**src/flow_totalizer_pkg.sv**
```systemverilog
package flow_totalizer_pkg;

  // geometry of the bank and the bus
  localparam int NUM_TOT = 16;
  localparam int ADR_W   = 18;
  localparam int DAT_W   = 32;
  localparam int PRF_W   = 4;
  localparam int IDX_W   = 16;

  // register indices, byte address is four times the index
  localparam logic [IDX_W-1:0] IDX_VALUE        = 16'h0004;
  localparam logic [IDX_W-1:0] IDX_BULK_CLR     = 16'h1F10;
  localparam logic [IDX_W-1:0] IDX_ENABLE       = 16'h1F11;
  localparam logic [IDX_W-1:0] IDX_RESETTABLE   = 16'h1F12;
  localparam logic [IDX_W-1:0] IDX_STARTUP_MASK = 16'h1F20;
  localparam logic [IDX_W-1:0] IDX_SEL_CLR      = 16'h1F50;
  localparam logic [IDX_W-1:0] IDX_RESTORE      = 16'hFFFC;

  // reset values
  localparam logic [NUM_TOT-1:0] RESETTABLE_RST = 16'hFFFE;
  localparam logic [NUM_TOT-1:0] ENABLE_RST     = 16'h0000;
  localparam logic [DAT_W-1:0]   VALUE_RST      = 32'h0000_0000;
  localparam logic [NUM_TOT-1:0] MASK_RST       = 16'h0000;
  localparam logic [15:0]        INDEX_RST      = 16'h0000;

  // number of factory images present, plain default
  localparam logic [15:0] NUM_IMAGES = 16'h0002;

  // controller states
  typedef enum logic [1:0] {
    ST_INIT = 2'b01,
    ST_RUN  = 2'b10
  } ctl_state_t;

  // applies wishbone byte selects to write data
  function automatic logic [DAT_W-1:0] lane_mask(input logic [3:0] sel, input logic [DAT_W-1:0] d);
    logic [DAT_W-1:0] m;
    m = {{8{sel[3]}}, {8{sel[2]}}, {8{sel[1]}}, {8{sel[0]}}};
    return d & m;
  endfunction : lane_mask

endpackage : flow_totalizer_pkg

```
**src/flow_totalizer_control.sv**
```systemverilog
// Register access over Wishbone was decided locally.
`timescale 1ns/1ps
module flow_totalizer_control
  import flow_totalizer_pkg::*;
(
  input  wire logic                                   clk_i,
  input  wire logic                                   rst_i,
  input  wire logic                                   cyc_i,
  input  wire logic                                   stb_i,
  input  wire logic                                   we_i,
  input  wire logic [flow_totalizer_pkg::ADR_W-1:0]   adr_i,
  input  wire logic [3:0]                             sel_i,
  input  wire logic [flow_totalizer_pkg::DAT_W-1:0]   dat_i,
  output      logic [flow_totalizer_pkg::DAT_W-1:0]   dat_o,
  output      logic                                   ack_o,
  input  wire logic [flow_totalizer_pkg::PRF_W-1:0]   profile_i,
  input  wire logic [flow_totalizer_pkg::NUM_TOT-1:0] nv_mask_i,
  input  wire logic                                   upd_valid_i,
  input  wire logic [flow_totalizer_pkg::DAT_W-1:0]   upd_value_i,
  output      logic [flow_totalizer_pkg::DAT_W-1:0]   sel_value_o,
  output      logic                                   sel_enabled_o,
  output      logic                                   nv_mask_wr_o,
  output      logic [flow_totalizer_pkg::NUM_TOT-1:0] nv_mask_o,
  output      logic [flow_totalizer_pkg::NUM_TOT-1:0] save_allow_o,
  output      logic                                   restore_req_o,
  output      logic [15:0]                            restore_index_o,
  output      logic                                   init_done_o
);
  import flow_totalizer_pkg::*;

  // bus and control state
  ctl_state_t           state_r,      state_nxt;
  logic                 ack_r,        ack_nxt;
  logic [DAT_W-1:0]     dat_r,        dat_nxt;
  logic [NUM_TOT-1:0]   resettable_r, resettable_nxt;
  logic [NUM_TOT-1:0]   enable_r,     enable_nxt;
  logic [NUM_TOT-1:0]   mask_r,       mask_nxt;
  logic                 mask_wr_r,    mask_wr_nxt;
  logic                 restore_r,    restore_nxt;
  logic [15:0]          rindex_r,     rindex_nxt;
  logic [DAT_W-1:0]     accum_r   [NUM_TOT];
  logic [DAT_W-1:0]     accum_nxt [NUM_TOT];

  // decoded request
  logic                 req;
  logic                 wr;
  logic [IDX_W-1:0]     idx;
  logic [DAT_W-1:0]     wdat;
  logic [NUM_TOT-1:0]   sel_onehot;
  logic [NUM_TOT-1:0]   clr_vec;
  logic                 run;

  // one new request per ack, slave answers one edge later
  assign req  = cyc_i & stb_i & ~ack_r;
  assign wr   = req & we_i & (sel_i != 4'h0);
  assign idx  = adr_i[ADR_W-1:2];
  assign wdat = lane_mask(sel_i, dat_i);
  assign run  = (state_r == ST_RUN);

  // active totalizer follows the profile number
  assign sel_onehot = NUM_TOT'(1) << profile_i;

  // clear sources, gated by the lock flags where they apply
  always_comb begin
    clr_vec = '0;
    if (state_r == ST_INIT) begin
      clr_vec = nv_mask_i;
    end else if (wr) begin
      case (idx)
        IDX_BULK_CLR: clr_vec = wdat[NUM_TOT-1:0] & resettable_r;
        IDX_SEL_CLR:  clr_vec = sel_onehot & resettable_r;
        IDX_VALUE:    clr_vec = (wdat == '0) ? (sel_onehot & resettable_r) : '0;
        default:      clr_vec = '0;
      endcase
    end
  end

  // per-totalizer value update, clear has priority over flow updates
  genvar g;
  generate
    for (g = 0; g < NUM_TOT; g++) begin : g_tot
      always_comb begin
        if (clr_vec[g]) begin
          accum_nxt[g] = VALUE_RST;
        end else if (run && upd_valid_i && sel_onehot[g] && enable_r[g]) begin
          accum_nxt[g] = upd_value_i;
        end else begin
          accum_nxt[g] = accum_r[g];
        end
      end

      always_ff @(posedge clk_i) begin
        if (rst_i) begin
          accum_r[g] <= VALUE_RST;
        end else begin
          accum_r[g] <= accum_nxt[g];
        end
      end
    end
  endgenerate

  // startup sequencing and register writes
  always_comb begin
    state_nxt      = state_r;
    resettable_nxt = resettable_r;
    enable_nxt     = enable_r;
    mask_nxt       = mask_r;
    mask_wr_nxt    = 1'b0;
    restore_nxt    = 1'b0;
    rindex_nxt     = rindex_r;
    case (state_r)
      ST_INIT: begin
        mask_nxt  = nv_mask_i;
        state_nxt = ST_RUN;
      end
      ST_RUN: begin
        if (wr) begin
          case (idx)
            IDX_ENABLE: begin
              if (wdat != '0) begin
                enable_nxt = enable_r | sel_onehot;
              end else begin
                enable_nxt = enable_r & ~sel_onehot;
              end
            end
            IDX_RESETTABLE: resettable_nxt = wdat[NUM_TOT-1:0];
            IDX_STARTUP_MASK: begin
              mask_nxt    = wdat[NUM_TOT-1:0];
              mask_wr_nxt = 1'b1;
            end
            IDX_RESTORE: begin
              if (wdat[15:0] < NUM_IMAGES) begin
                restore_nxt = 1'b1;
                rindex_nxt  = wdat[15:0];
              end
            end
            default: ;
          endcase
        end
      end
      default: state_nxt = ST_INIT;
    endcase
  end

  // read mux and acknowledge
  always_comb begin
    ack_nxt = req;
    dat_nxt = '0;
    if (req && !we_i) begin
      case (idx)
        IDX_VALUE:        dat_nxt = accum_r[profile_i];
        IDX_ENABLE:       dat_nxt = {31'h0000_0000, enable_r[profile_i]};
        IDX_RESETTABLE:   dat_nxt = {16'h0000, resettable_r};
        IDX_STARTUP_MASK: dat_nxt = {16'h0000, mask_r};
        default:          dat_nxt = '0;
      endcase
    end
  end

  // control registers
  always_ff @(posedge clk_i) begin
    if (rst_i) begin
      state_r      <= ST_INIT;
      ack_r        <= 1'b0;
      dat_r        <= '0;
      resettable_r <= RESETTABLE_RST;
      enable_r     <= ENABLE_RST;
      mask_r       <= MASK_RST;
      mask_wr_r    <= 1'b0;
      restore_r    <= 1'b0;
      rindex_r     <= INDEX_RST;
    end else begin
      state_r      <= state_nxt;
      ack_r        <= ack_nxt;
      dat_r        <= dat_nxt;
      resettable_r <= resettable_nxt;
      enable_r     <= enable_nxt;
      mask_r       <= mask_nxt;
      mask_wr_r    <= mask_wr_nxt;
      restore_r    <= restore_nxt;
      rindex_r     <= rindex_nxt;
    end
  end

  // outputs
  assign ack_o           = ack_r;
  assign dat_o           = dat_r;
  assign sel_value_o     = accum_r[profile_i];
  assign sel_enabled_o   = enable_r[profile_i];
  assign nv_mask_wr_o    = mask_wr_r;
  assign nv_mask_o       = mask_r;
  assign save_allow_o    = ~mask_r;
  assign restore_req_o   = restore_r;
  assign restore_index_o = rindex_r;
  assign init_done_o     = run;
endmodule : flow_totalizer_control

```
**config.mk**
```make
export PLATFORM = sky130hd
export DESIGN_NAME = flow_totalizer_control
export DESIGN_NICKNAME = d
export VERILOG_FILES = /design/src/flow_totalizer_pkg.sv /design/src/flow_totalizer_control.sv
export SDC_FILE = /design/constraint.sdc
export NUM_CORES = 1
export LEC_CHECK = 0
export ABC_AREA = 1
export BUFFER_PORTS_ARGS = -buffer_cell sky130_fd_sc_hd__buf_4
export CORE_MARGIN = 2
export CORE_UTILIZATION = 50
export DETAILED_ROUTE_END_ITERATION = 16
export GPL_TIMING_DRIVEN = 0
export PLACE_DENSITY = 0.69
export SYNTH_ARGS = -nofsm -noshare
export SYNTH_HDL_FRONTEND = slang
export SYNTH_SLANG_ARGS = --single-unit
```
**constraint.sdc**
```tcl
create_clock -name clk_i -period 7.4 [get_ports clk_i]
set_input_delay 1.48 -clock clk_i [delete_from_list [all_inputs] [get_ports clk_i]]
set_output_delay 1.48 -clock clk_i [all_outputs]
set_load 0.01 [all_outputs]
```
==> reports/results.ini <==
[run_status]
status = completed

[clock_network]
cts_sinks = 613
clkSlewWorstSetupHoldPaths_ns = 0.06
cts_made_buffers = 60
cts_tree = built
cts.path.max_buffers = 3
clock_latency_ns = 0.66
htreeDepth = 2
cts_resized = 0
holdBufCountCts = 0
cts_setup_buffers = 0
root_buffer = clkbuf_16

[detailed_routing]
antenna_left = 0
drt-total-wl_um = 101600
vias = 23259
drc_errors = 0
routedWlPerCell_um = 26.60
first_pass_iters = 6
dr.first_iter.drc_count = 3608
vias_per_cell = 6.092

[global_route]
grt_util_all_layers = 0.3548
overflow = 0
grt_pass1_wl_um = 144600
grt_pass1_vias = 22503
grt_antenna_before_repair = 1
grt_max_degree = 23

[pwr]
power_density_nw_per_um2 = 262.1
vdd_drop_max_uv = 183.7
leakagePower_uw = 0.01319

[timing]
totalNegativeSetupSlack_ns = 0
finalSetupViolCount = 0
fmax_mhz = 172.4
rsz0062_at_grt = false
finalCritPeriodShare = 0.7838
tightest_slew_ns = 1.313
skew_ns = 0.02470
slew_headroom = 0.1246
finalWorstSetupSlack_ns = 1.600
hold_viol = 0
slew_viol_final = 0
min_period_ns = 5.800

[floorplan]
die_area_um2 = 56440
ios = 229
die_h_um = 237.6
rows = 85
fp.dieW_um = 237.6
core_um2 = 53920
start_util = 0.5059

[place]
finalWeightedCongestion = 0.9148
io_buffers = 221
hpwlAfterDp_um = 69750
pre_cts_ws_ns = 1.738

[logic_synthesis]
yosysSeqAreaShare = 0.6377
synthDominantCellAreaShare = 0.5636
ys_warn_count = 0
avgSynthCellArea_um2 = 9.895
syn-cell-area_um2 = 27280
yosysTopAreaCell = edfxtp_1
synth.area.top_cells = edfxtp_1 (56%), nand2_1 (8.8%), nor2_1 (7.6%)
syn_inst = 2757
synth_nets = 2871
ys_ff_latch = 613
synthDistinctLibCells = 35

[run]
drv_cap = 0

[worst_setup_path]
end_kind = output pin
crit_type = in2out
cp.arrival_ns = 4.32
path_max_fanout = 10
start_kind = input port
cp_data_required_time_ns = 5.92

[layout]
drive_above_1_share = 0.1618
layout_common_cells = nand2_1 (637), nor2_1 (555), edfxtp_1 (512)
layout_commonest_cell = nand2_1
nNetsFinal = 3186
diodes = 0
areaGrowthSynthToFinish_pct = 18.92

[hold_path]
hold_class = reg2reg

-- metal layers --
layer  share of wire  track usage  vias up  routed length [µm]
met5        0.000098            0        -                  10
met1            0.36       0.4652    11099               36700
met4           0.052       0.1635        2                5331
met3            0.14       0.1014      365               14400
met2            0.44       0.5486     1803               45130
li1                -            -     9990                   -
-- state kept, by name, indices dropped and copies added (netlist names), named ones only --
signal,cells
accum_r,512
ack_o,1
dat_o,32
nv_mask_o,16
nv_mask_wr_o,1
resettable_r,16
restore_index_o,16
restore_req_o,1
state_r,2
-- worst paths after layout --
kind	endpoint	slack, ns	cells past startpoint	start
hold reg to reg	restore_index_o[0]$_SDFFE_PP0P_	0.45	2	restore_index_o[0]$_SDFFE_PP0P_
setup reg to reg	accum_r[1][5]$_SDFFCE_PP0P_	4.28	11	state_r[1]$_SDFFE_PP0N_
hold / removal	restore_index_o[0]$_SDFFE_PP0P_	0.45	2	restore_index_o[0]$_SDFFE_PP0P_
setup / recovery	sel_value_o[18]	1.60	9	profile_i[2]
-- logic make-up (layout without fill, tap and decap cells) --
group,Yosys count,after routing,share of synthesized area
AO/OA/AOI/OAI,320,320,0.07316
adder cells (fa/ha/maj),2,2,0.0009172
buffers and inverters,341,706,0.05857
flip-flops,613,613,0.6377
AND/OR/NAND/NOR,1481,1481,0.2296
-- cell type report --
cell class                 count  area, µm²
fill                        4450      21480
sequential                   613      17400
multi-input combinational   1803       8310
timing repair buffer         253       2292
clock buffer                  87       1685
buffer                       198       1061
tap                          696      870.8
inverter                     143      536.8
clock inverter                25      287.8
-- cell usage after synthesis, drive strengths merged --
| library cell | n |
|---|---|
| a31oi | 5 |
| nand4 | 64 |
| nand3b | 16 |
| nor4 | 1 |
| o21a | 1 |
| o221ai | 16 |
| buf | 102 |
| o211ai | 37 |
| o21ai | 71 |
| nand2 | 650 |
| nor3 | 29 |
| and3 | 16 |
| a22oi | 53 |
| nor2 | 592 |
| a41oi | 26 |
| dfxtp | 101 |
| a21oi | 110 |
| clkbuf | 96 |
| clkinv | 2 |
| inv | 141 |
| o21bai | 1 |
| edfxtp | 512 |
| ha | 2 |
| nand3 | 113 |
-- worst max-delay path, stage by stage --
cell and delay (ns):
buf_4 0.12, inv_1 0.10, buf_2 0.24, buf_1 0.73
buf_1 0.80, a41oi_1 0.13, o21ai_0 0.42, nand2_1 0.10
buf_4 0.16
-- stage by stage --
step / hold slack [ns] / cell area, µm² / total power [µW] / util / instances
after CTS: 0.4520 / 32440 / 8440 / 0.6016 / 3818
after detailed placement: 0.4428 / 30470 / 5395 / 0.5651 / 3706
after global routing: 0.4910 / 32440 / 8672 / 0.6016 / 3818
after global placement: 0.4430 / 29810 / 5296 / 0.5528 / 3674
after floorplan: 0.4328 / 27280 / 4747 / - / 2757
final: 0.4513 / 32440 / 8503 / 0.6016 / 3818
-- where the power goes --
group	total, µW	internal (µW)	switching (µW)	leakage (µW)
Combinational	1160	357	806	0.00591
Sequential	4200	4100	102	0.00632
Clock	3140	1790	1350	0.000965
Total	8500	6240	2260	0.0132
No activity file was read; power rests on OpenSTA's default activity.
